`src/design/srt_pkg.sv`:
```
package srt_pkg;
   // register map, byte addresses on the plain register port
   localparam logic [3:0] SRT_ADDR_CTRL   = 4'h0;
   localparam logic [3:0] SRT_ADDR_STATUS = 4'h4;
   localparam logic [15:0] SRT_CTRL_RESET = 16'h0000;

   // terminal modes
   localparam logic [1:0] SRT_MODE_SONET   = 2'h0;
   localparam logic [1:0] SRT_MODE_SPE     = 2'h1;
   localparam logic [1:0] SRT_MODE_DATACOM = 2'h2;

   // terminal rates
   localparam logic [1:0] SRT_RATE_SERIAL = 2'h0;
   localparam logic [1:0] SRT_RATE_P648   = 2'h1;
   localparam logic [1:0] SRT_RATE_P1944  = 2'h2;

   // bit counts and dividers
   localparam logic [2:0] SRT_BIT_LAST  = 3'h7;
   localparam logic [2:0] SRT_DIV_FALL  = 3'h3;
   localparam logic [1:0] SRT_SLOT_LAST = 2'h2;
   localparam logic [1:0] SRT_SLOT_ZERO = 2'h0;

   // clock rates in MHz, not referenced by the bench or the design
   localparam real SRT_SER_CLK_MHZ  = 51.84;
   localparam real SRT_P648_CLK_MHZ = 6.48;
   localparam real SRT_P1944_CLK_MHZ = 19.44;

   // control register, bits 15..0 of word at SRT_ADDR_CTRL
   typedef struct packed {
      logic       spare;
      logic       bus_slot_select_1;
      logic       bus_slot_select_0;
      logic       last_stuff_enable;
      logic       first_stuff_enable;
      logic       v1_sync_enable;
      logic       marker_parity_enable;
      logic       overhead_pass_enable;
      logic       clock_gap_disable;
      logic       parallel_clock_invert;
      logic       source_reference;
      logic       ref_divide_8;
      logic [1:0] rate;
      logic [1:0] mode;
   } srt_ctrl_t;

   // one byte time from the upstream overhead terminator
   typedef struct packed {
      logic [7:0] data;
      logic       toh;
      logic       poh;
      logic       c1;
      logic       j1;
      logic       v1;
      logic       stuff_first;
      logic       stuff_last;
   } srt_byte_t;

   // parallel terminal bus
   typedef struct packed {
      logic [7:0] data;
      logic       spe;
      logic       sync;
      logic       parity;
   } srt_bus_t;
endpackage : srt_pkg

```
`src/design/srt_rx_term_port.sv`:
```
// The plain strobed port and the address map were left to the implementer.
`timescale 1ns/10ps
// Contract
// - serial clock from line or reference clock
// - serial data launched on serial clock falls
// - parallel clock 6.48 or 19.44, 19.44 from reference
// - invert setting inverts parallel clock output
// - sonet and 19.44 datacom clock never gaps
// - 6.48 datacom gaps overhead per settings
// - parallel data bit 0 is byte LSB
// - bytes launched on falling, or rising if inverted
// - spe-only: spe indication is low-active gap
// - spe low in toh, high in spe for sonet
// - datacom spe follows overhead-pass for poh
// - markers launched with serial or parallel edge
// - sonet/datacom sync on c1, j1, optional v1
// - spe-only sync on j1, optional v1
// - odd parity, markers included when enabled/datacom
// - valid low while driving, always low at 6.48
// - 19.44 valid only in selected slots
// - bus tri-stated when either guard input low
module srt_rx_term_port (
   // system
   input  wire logic                 clk_sys,
   input  wire logic                 reset_n,
   // register port
   input  wire logic [3:0]           reg_addr,
   input  wire logic [31:0]          reg_wdata,
   input  wire logic                 reg_wr,
   input  wire logic                 reg_rd,
   output logic [31:0]               reg_rdata,
   // source clocks and guard pins
   input  wire logic                 rx_line_clock,
   input  wire logic                 rx_reference_clock,
   input  wire logic                 collision_guard_in_a,
   input  wire logic                 collision_guard_in_b,
   // upstream byte stream
   input  wire srt_pkg::srt_byte_t   in_byte,
   output logic                      byte_req,
   // serial terminal output
   output logic                      serial_rx_term_clock,
   output logic                      serial_rx_term_data,
   // parallel terminal output
   output logic                      parallel_term_clock,
   output logic [7:0]                parallel_term_data,
   output logic                      spe_indication,
   output logic                      frame_sync_pulse,
   output logic                      bus_parity_out,
   output logic                      bus_valid_out_n,
   output logic                      bus_oe_n,
   output logic                      marker_oe_n
);

   typedef struct packed {
      srt_pkg::srt_ctrl_t ctrl;
      logic [31:0]        rdata;
      logic               lc_s1;
      logic               lc_s2;
      logic               rc_s1;
      logic               rc_s2;
      logic               ga_s1;
      logic               ga_s2;
      logic               gb_s1;
      logic               gb_s2;
      logic               src_d;
      logic [2:0]         div;
      logic               pclk_raw;
      logic               gap;
      logic [7:0]         shift;
      logic [2:0]         bitcnt;
      logic               ser_data;
      srt_pkg::srt_bus_t  bus;
      logic [1:0]         slot;
      logic               valid_n;
      logic               byte_req;
   } srt_state_t;

   srt_state_t st_r;
   srt_state_t st_nxt;

   logic       rate_ser;
   logic       rate_648;
   logic       rate_1944;
   logic       use_ref;
   logic       src;
   logic       src_rise;
   logic       src_fall;
   logic       byte_ev;
   logic       is_dc;
   logic       is_spe;
   logic       spe_nxt;
   logic       sync_nxt;
   logic [1:0] slot_nxt;
   logic [1:0] slot_sel;
   logic       slot_ok;

   always_comb begin
      st_nxt   = st_r;
      rate_ser = st_r.ctrl.rate == srt_pkg::SRT_RATE_SERIAL;
      rate_648 = st_r.ctrl.rate == srt_pkg::SRT_RATE_P648;
      rate_1944 = st_r.ctrl.rate == srt_pkg::SRT_RATE_P1944;
      is_dc    = st_r.ctrl.mode == srt_pkg::SRT_MODE_DATACOM;
      is_spe   = st_r.ctrl.mode == srt_pkg::SRT_MODE_SPE;

      // pin synchronisers, second stage is the only reader of the first
      st_nxt.lc_s1 = rx_line_clock;
      st_nxt.lc_s2 = st_r.lc_s1;
      st_nxt.rc_s1 = rx_reference_clock;
      st_nxt.rc_s2 = st_r.rc_s1;
      st_nxt.ga_s1 = collision_guard_in_a;
      st_nxt.ga_s2 = st_r.ga_s1;
      st_nxt.gb_s1 = collision_guard_in_b;
      st_nxt.gb_s2 = st_r.gb_s1;

      // 19.44 rate always runs from the reference clock
      use_ref  = st_r.ctrl.source_reference | rate_1944;
      src      = use_ref ? st_r.rc_s2 : st_r.lc_s2;
      st_nxt.src_d = src;
      src_rise = src & ~st_r.src_d;
      src_fall = ~src & st_r.src_d;

      // byte boundary: one falling edge of the byte clock
      byte_ev = 1'b0;
      if (rate_ser) begin
         st_nxt.pclk_raw = 1'b0;
         if (src_fall) begin
            st_nxt.bitcnt   = st_r.bitcnt + 3'h1;
            st_nxt.ser_data = st_r.shift[7];
            st_nxt.shift    = {st_r.shift[6:0], 1'b0};
            byte_ev         = st_r.bitcnt == srt_pkg::SRT_BIT_LAST;
         end
      end else if (!use_ref || st_r.ctrl.ref_divide_8) begin
         // 51.84 source divided by eight for 6.48
         if (src_rise) begin
            st_nxt.div      = st_r.div + 3'h1;
            st_nxt.pclk_raw = st_nxt.div[2] == 1'b0;
            byte_ev         = st_r.div == srt_pkg::SRT_DIV_FALL;
         end
      end else begin
         // reference already at the parallel rate
         st_nxt.pclk_raw = src;
         byte_ev         = src_fall;
      end

      // markers for the new byte
      if (is_spe) begin
         spe_nxt  = ~in_byte.toh;
         sync_nxt = in_byte.j1 |
                    (in_byte.v1 & st_r.ctrl.v1_sync_enable);
      end else begin
         spe_nxt  = ~in_byte.toh & ~(is_dc & in_byte.poh &
                    ~st_r.ctrl.overhead_pass_enable);
         sync_nxt = in_byte.c1 | in_byte.j1 |
                    (in_byte.v1 & st_r.ctrl.v1_sync_enable);
      end

      // 19.44 slot counter, realigned on the c1 byte
      if (in_byte.c1 || st_r.slot == srt_pkg::SRT_SLOT_LAST) begin
         slot_nxt = srt_pkg::SRT_SLOT_ZERO;
      end else begin
         slot_nxt = st_r.slot + 2'h1;
      end
      slot_sel = {st_r.ctrl.bus_slot_select_1, st_r.ctrl.bus_slot_select_0};
      slot_ok  = slot_nxt == slot_sel &&
                 !(in_byte.stuff_first && !st_r.ctrl.first_stuff_enable) &&
                 !(in_byte.stuff_last && !st_r.ctrl.last_stuff_enable);

      st_nxt.byte_req = byte_ev;
      if (byte_ev) begin
         st_nxt.bus.data = in_byte.data;
         st_nxt.bus.spe  = spe_nxt;
         st_nxt.bus.sync = sync_nxt;
         if (st_r.ctrl.marker_parity_enable || is_dc) begin
            st_nxt.bus.parity = ~^{in_byte.data, spe_nxt,
                                   sync_nxt};
         end else begin
            st_nxt.bus.parity = ~^in_byte.data;
         end
         if (rate_ser) begin
            st_nxt.ser_data = in_byte.data[7];
            st_nxt.shift    = {in_byte.data[6:0], 1'b0};
         end
         st_nxt.slot = slot_nxt;
         // gapping only in 6.48 datacom
         st_nxt.gap = is_dc && rate_648 &&
                      !st_r.ctrl.clock_gap_disable &&
                      (in_byte.toh || (in_byte.poh &&
                       !st_r.ctrl.overhead_pass_enable));
         if (rate_648) begin
            st_nxt.valid_n = 1'b0;
         end else if (rate_1944) begin
            st_nxt.valid_n = ~slot_ok;
         end else begin
            st_nxt.valid_n = 1'b1;
         end
      end
      if (rate_648) begin
         st_nxt.valid_n = 1'b0;
      end

      // register port
      st_nxt.rdata = 32'h0000_0000;
      if (reg_wr && reg_addr == srt_pkg::SRT_ADDR_CTRL) begin
         st_nxt.ctrl = srt_pkg::srt_ctrl_t'(reg_wdata[15:0]);
      end
      if (reg_rd) begin
         case (reg_addr)
            srt_pkg::SRT_ADDR_CTRL: begin
               st_nxt.rdata = {16'h0000, st_r.ctrl};
            end
            srt_pkg::SRT_ADDR_STATUS: begin
               st_nxt.rdata = {22'h000000, st_r.gb_s2, st_r.ga_s2,
                               st_r.valid_n, st_r.gap, st_r.slot,
                               st_r.bitcnt, st_r.pclk_raw};
            end
            default: begin
               st_nxt.rdata = 32'h0000_0000;
            end
         endcase
      end
   end

   always_ff @(posedge clk_sys) begin
      if (!reset_n) begin
         st_r         <= '0;
         st_r.ctrl    <= srt_pkg::SRT_CTRL_RESET;
         st_r.valid_n <= 1'b1;
         st_r.ga_s1   <= 1'b1;
         st_r.ga_s2   <= 1'b1;
         st_r.gb_s1   <= 1'b1;
         st_r.gb_s2   <= 1'b1;
      end else begin
         st_r <= st_nxt;
      end
   end

   assign reg_rdata            = st_r.rdata;
   assign byte_req             = st_r.byte_req;
   assign serial_rx_term_clock = st_r.src_d;
   assign serial_rx_term_data  = st_r.ser_data;
   // gapped byte holds the clock high, or low if inverted; inversion moves launch to rise
   assign parallel_term_clock  = (st_r.pclk_raw | st_r.gap) ^
                                 st_r.ctrl.parallel_clock_invert;
   assign parallel_term_data   = st_r.bus.data;
   assign spe_indication       = st_r.bus.spe;
   assign frame_sync_pulse     = st_r.bus.sync;
   assign bus_parity_out       = st_r.bus.parity;
   assign bus_valid_out_n      = st_r.valid_n;
   assign bus_oe_n             = (st_r.ctrl.rate == srt_pkg::SRT_RATE_SERIAL) |
                                 st_r.valid_n | ~st_r.ga_s2 |
                                 ~st_r.gb_s2;
   assign marker_oe_n          = (st_r.ctrl.rate != srt_pkg::SRT_RATE_SERIAL) &
                                 (st_r.valid_n | ~st_r.ga_s2 |
                                  ~st_r.gb_s2);

endmodule : srt_rx_term_port

```
`config.mk`:
```
export PLATFORM = sky130hd
export DESIGN_NAME = srt_rx_term_port
export DESIGN_NICKNAME = d
export VERILOG_FILES = /design/src/design/srt_pkg.sv /design/src/design/srt_rx_term_port.sv
export SDC_FILE = /design/constraint.sdc
export NUM_CORES = 1
export LEC_CHECK = 0
export BUFFER_PORTS_ARGS = -buffer_cell sky130_fd_sc_hd__buf_2
export CORE_MARGIN = 3
export CORE_UTILIZATION = 45
export CTS_CLUSTER_SIZE = 40
export DETAILED_ROUTE_END_ITERATION = 10
export MAX_ROUTING_LAYER = met4
export PLACE_DENSITY_LB_ADDON = 0.25
export SYNTH_ARGS = -nofsm -noshare
export SYNTH_HDL_FRONTEND = slang
export SYNTH_SLANG_ARGS = --single-unit
```
`constraint.sdc`:
```
create_clock -name clk_sys -period 2.2 [get_ports clk_sys]
set_clock_uncertainty 0.05 [all_clocks]
set_input_delay 0.22 -clock clk_sys [delete_from_list [all_inputs] [get_ports clk_sys]]
set_output_delay 0.22 -clock clk_sys [all_outputs]
set_load 0.05 [all_outputs]
```
# Word level (Yosys, flattened, before mapping)
# Cells that the tools add are included.
# totals
reg_bits	89
in_bits	59
out_inout_bits	50
elab_cells	130
# classes
addsub	3
n_eq_ne	10
n_mux	21
n_bitwise	29
n_reduce_logical	30
# ops
op	count
16-bit case mux with 2 select lines	1
12-bit 2-to-1 mux	2
8-bit 2-to-1 mux	2
15-bit 2-to-1 mux	1
1-bit 2-to-1 mux	14
1-bit inverter	11
1-bit bitwise OR	10
10-bit XNOR reduction	1
1-bit logical AND	9
8-bit XNOR reduction	1
1-bit AND	7
1-bit zero test	7
3-bit by 1-bit adder with 3-bit output, second input constant	2
2-bit == test, second input constant	3
2-bit by 1-bit == test with 1-bit output, second input constant	2
4-bit by 3-bit == test with 1-bit output, second input constant	1
4-bit zero test	1
1-bit logical OR	4
2-bit AND reduction	2
2-bit nonzero test	2
3-bit by 2-bit == test with 1-bit output, second input constant	1
3-bit == test, second input constant	1
3-bit AND reduction	1
2-bit by 1-bit adder with 2-bit output, second input constant	1
other kinds (6)	6

# Logic depth before layout (Yosys ltp)
# logic_depth
depth_word	11
ltp_mapped	9
mapped_depth_nobuf	8

# Worst setup path before layout
# OpenSTA, ideal clock, no wires.
# synth_timing
path_type	reg2reg
start	register st_r[75] (netlist bit)
end	register st_r[3] (netlist bit)
setup_time_ns	0.070
arrival_time_ns	1.936
required_time_ns	2.080
setup_slack_ns	0.144
path_stages_with_launch	8
n_path_buf	1
period_less_slack_ns	2.056
path_cell_list	dfxtp_1 > and2b_1 > o21ai_2 > a2111oi_4 > a32oi_2 > buf_6 > or4_1 > a21boi_1
# synth_between
elab_chain_cells	7
word_cells_on_any_way	13
classes_between	eq/ne: 1; mux: 5; bitwise: 4; reduce/logical: 3
# synth_lines
element	line_no	text
from (decl)	srt_rx_term_port.sv:78	srt_state_t st_r;
from (signal assigned)	srt_rx_term_port.sv:233	st_r <= st_nxt;
2-bit == test	srt_rx_term_port.sv:101	rate_1944 = st_r.ctrl.rate == srt_pkg::SRT_RATE_P1944;
1-bit bitwise OR	srt_rx_term_port.sv:116	use_ref = st_r.ctrl.source_reference | rate_1944;
1-bit 2-to-1 mux	srt_rx_term_port.sv:117	src = use_ref ? st_r.rc_s2 : st_r.lc_s2;
1-bit AND / 1-bit inverter (equally long branches)	srt_rx_term_port.sv:119, srt_rx_term_port.sv:120	
1-bit 2-to-1 mux / 1-bit AND (equally long branches)	srt_rx_term_port.sv:134, srt_rx_term_port.sv:120	
1-bit 2-to-1 mux, on equally long branches	srt_rx_term_port.sv:132, srt_rx_term_port.sv:126	
1-bit 2-to-1 mux *	srt_rx_term_port.sv:124	if (rate_ser) begin
# Mark *: on every way between the ends. The rest lies on a longest branch, timed or not.
# A chain may end at the register's enable or synchronous reset.

# Worst setup path in the final report
# Same ends and word-level chain as after synthesis.

==> flow_summary.yaml <==
hold_path:
  min_path_type: "in -> reg"
clocking:
  clock_sinks: 73
  max-clock-path-buffers: 2
  cts_made_buffers: 9
  cts.clk_slew.worst_paths_ns: 0.08
  cts-root-buf: "clkbuf_8"
  htreeDepth: 3
  clk_latency_ns: 0.34
  post_cts_buffers: 0
  cts_tree: "yes"
floorplanning:
  die_area_sq_um: 8407
  start_util: 0.4759
  die-width_microns: 91.69
  core_area_sq_um: 6944
  fp.dieH_microns: 91.69
  rows: 30
  boundaryPins: 109
global_routing:
  first_global_vias: 2319
  antenna_found_initial: 0
  met1_usage: 0.2126
  grt_pass1_wl_mm: 11.05
  met3_usage: 0.03938
  use_met2: 0.2629
  grt_max_degree: 23
  busiest_layer: "met2"
  grt_usage: 0.1710
  grt-ovfl-total: 0
synthesis:
  syn-cell-area_sq_um: 3304
  synth_flop_cell: "dfxtp_1"
  synth_top_cells_by_area: "dfxtp_1 (44%), buf_4 (9.1%), nand2_1 (5.8%)"
  synth_edf_count: 0
  synthCells: 362
  yosysWarnings: 0
  synth_most_common_cell: "dfxtp_1"
  async_flop_share: 0
  ys_seq_elements: 73
  yosysTopAreaCell: "dfxtp_1"
  seq_area_frac_synth: 0.4423
  synth_top_area_share: 0.4423
  ys_types: 44
  syn_avg_cell_area_sq_um: 9.128
  synth_commonest_cells: "dfxtp_1 (73), nand2_1 (51), buf_4 (40), nor2_1 (23), nor2b_1 (18)"
timing:
  period_share: 0.9370
  finalSetupViolCount: 0
  min_period_ns: 2.061
  worst_slew_pin_slew_ns: 0.5325
  max_freq_mhz: 485.1
  slew_violations: 0
  grt_setup_unrepaired: "no"
  hold_viol: 0
  timing.slew.headroom: 0.6441
  tns_ns: 0
  fin_ws_ns: 0.1385
route:
  first_pass_iters: 4
  wl_mm: 6.799
  vias: 2535
  route.detailed.drc: 0
  drt-vias-per-instance: 4.838
  drt_iter0_drc: 80
  wl_per_cell_microns: 12.98
  ant_nets: 0
power_and_ir_drop:
  ir_worst_vdd_uv: 369.5
  power_leakage_nw: 1.750
  p_total_w: 0.002713
  p_per_area_nw_per_um2: 704.4
critical_path:
  crit_end: "st_r[3]"
  crit_chain: "and2b_2 -> o21ai_2 -> a2111oi_4 -> a32oi_2 -> buf_6 -> or4_1 -> a21boi_1"
  ff2ff_path_depth: 7
  worstSetupPathType: "reg -> reg"
  regToRegSetupSlack_ns: 0.14
  r2r_start: "st_r[75]"
  critical_path.top_delay_family: "compound AO/OA/AOI/OAI gates"
  path_depth: 7
  cp_slowest_cell: "or4_1"
  crit_path_start: "st_r[75]"
  cp.required_ns: 2.43
  cpPeakStageDelay_ns: 0.40
  crit_buf_inv: 1
  cp.arrival_ns: 2.29
  worst_setup_path_end_kind: "register"
  r2r_end: "st_r[3]"
  critPathLaunchType: "register"
  critPathMaxFanout: 9
layout:
  nNetsFinal: 487
  syn2layout_area_growth_pct: 16.55
  drive_gt1_frac: 0.2617
  diodes: 0
  design_area_sq_um: 3851
run_status:
  status: "completed"
flow_run:
  cap_violations: 0
placement:
  gp_congestion: 0.8123
  io_buffers: 76
  dp_hpwl_mm: 5.110
  dp_slack_ns: 0.07425
  placed_area_sq_um: 3612
## power by group
part	internal, W	leakage (nW)	switching (W)
clock	0.000638	0.109	0.000509
sequential	0.00133	0.591	0.00000895
combinational	0.0000801	1.05	0.000144
## sequential cells by signal, summed over array words and instances, names as in the netlist, 2 cells and up, named ones only
| signal | cells |
|---|---|
| parallel_term_data | 8 |
| reg_rdata | 16 |
| slot_sel | 2 |
| st_nxt | 4 |
| st_r | 35 |
## worst min-delay path by stage
stage / start / to / slack, ns / depth (start not counted)
after floorplan: collision_guard_in_b / st_nxt[33] / 0.27 / 1
after global placement: st_nxt[33] / st_r[33] / 0.35 / 1
after detailed placement: st_nxt[35] / st_r[35] / 0.35 / 1
after CTS: collision_guard_in_b / st_nxt[33] / 0.001 / 2
after global routing: collision_guard_in_b / st_nxt[33] / 0.02 / 2
final: collision_guard_in_b / st_nxt[33] / 0.008 / 2
## repair_timing
action	CTS	global route
endpoints found under the setup margin	0	4
resized for setup	0	4
hold buffers	1	0
hold endpoints to repair	1	0
## layer usage
| layer | part of all wire | vias up | routed length [microns] |
|---|---|---|---|
| met5 | 0 | - | 0 |
| met4 | 0.023 | 0 | 153 |
| met3 | 0.071 | 13 | 480 |
| met2 | 0.46 | 74 | 3104 |
| met1 | 0.45 | 1160 | 3061 |
| li1 | - | 1288 | - |
## metrics by stage
step,hold slack (ns),std cells,util
after global placement,0.3455,507,0.5202
after CTS,0.001427,524,0.5532
after global routing,0.02378,524,0.5546
final,0.007555,524,0.5546
after detailed placement,0.3546,507,0.5202
after floorplan,0.2715,377,-
## cell usage in the layout, fill, tap and decap left out, types with 2 or more instances in the layout
| cell | count |
|---|---|
| o211a_1 | 10 |
| a21boi_0 | 15 |
| dfxtp_1 | 72 |
| conb_1 | 16 |
| nand2_1 | 51 |
| clkinv_4 | 2 |
| ha_1 | 5 |
| bufinv_16 | 2 |
| a21boi_1 | 5 |
| xnor2_1 | 12 |
| inv_1 | 6 |
| a31oi_1 | 2 |
| buf_2 | 76 |
| nor2_1 | 23 |
| nor3_1 | 2 |
| o21ai_0 | 12 |
| nand2b_1 | 6 |
| buf_4 | 11 |
| nor2b_1 | 18 |
| or4_1 | 3 |
| nor4b_1 | 2 |
| and3_1 | 2 |
| clkinv_2 | 2 |
| and2_1 | 14 |
| clkbuf_8 | 9 |
| mux2i_1 | 12 |
| a21oi_1 | 3 |
| a22oi_1 | 11 |
## layout make-up
cell class | count | area, sq um
Fill cell | 650 | 3093
Multi-Input combinational cell | 243 | 1523
Sequential cell | 73 | 1463
Timing Repair Buffer | 90 | 504.2
Clock buffer | 9 | 123.9
Tap cell | 96 | 120.1
Clock inverter | 7 | 95.09
Inverter | 6 | 22.52
## logic make-up after synthesis
logic type               share of synthesized area
multiplexers                               0.03635
adder cells (fa/ha/maj)                    0.01893
other                                     0.001135
XOR/XNOR                                   0.03446
AO/OA/AOI/OAI                               0.1606
buffers and inverters                       0.1174
AND/OR/NAND/NOR                             0.1889
flip-flops                                  0.4423
(Power assumes the default switching activity.)
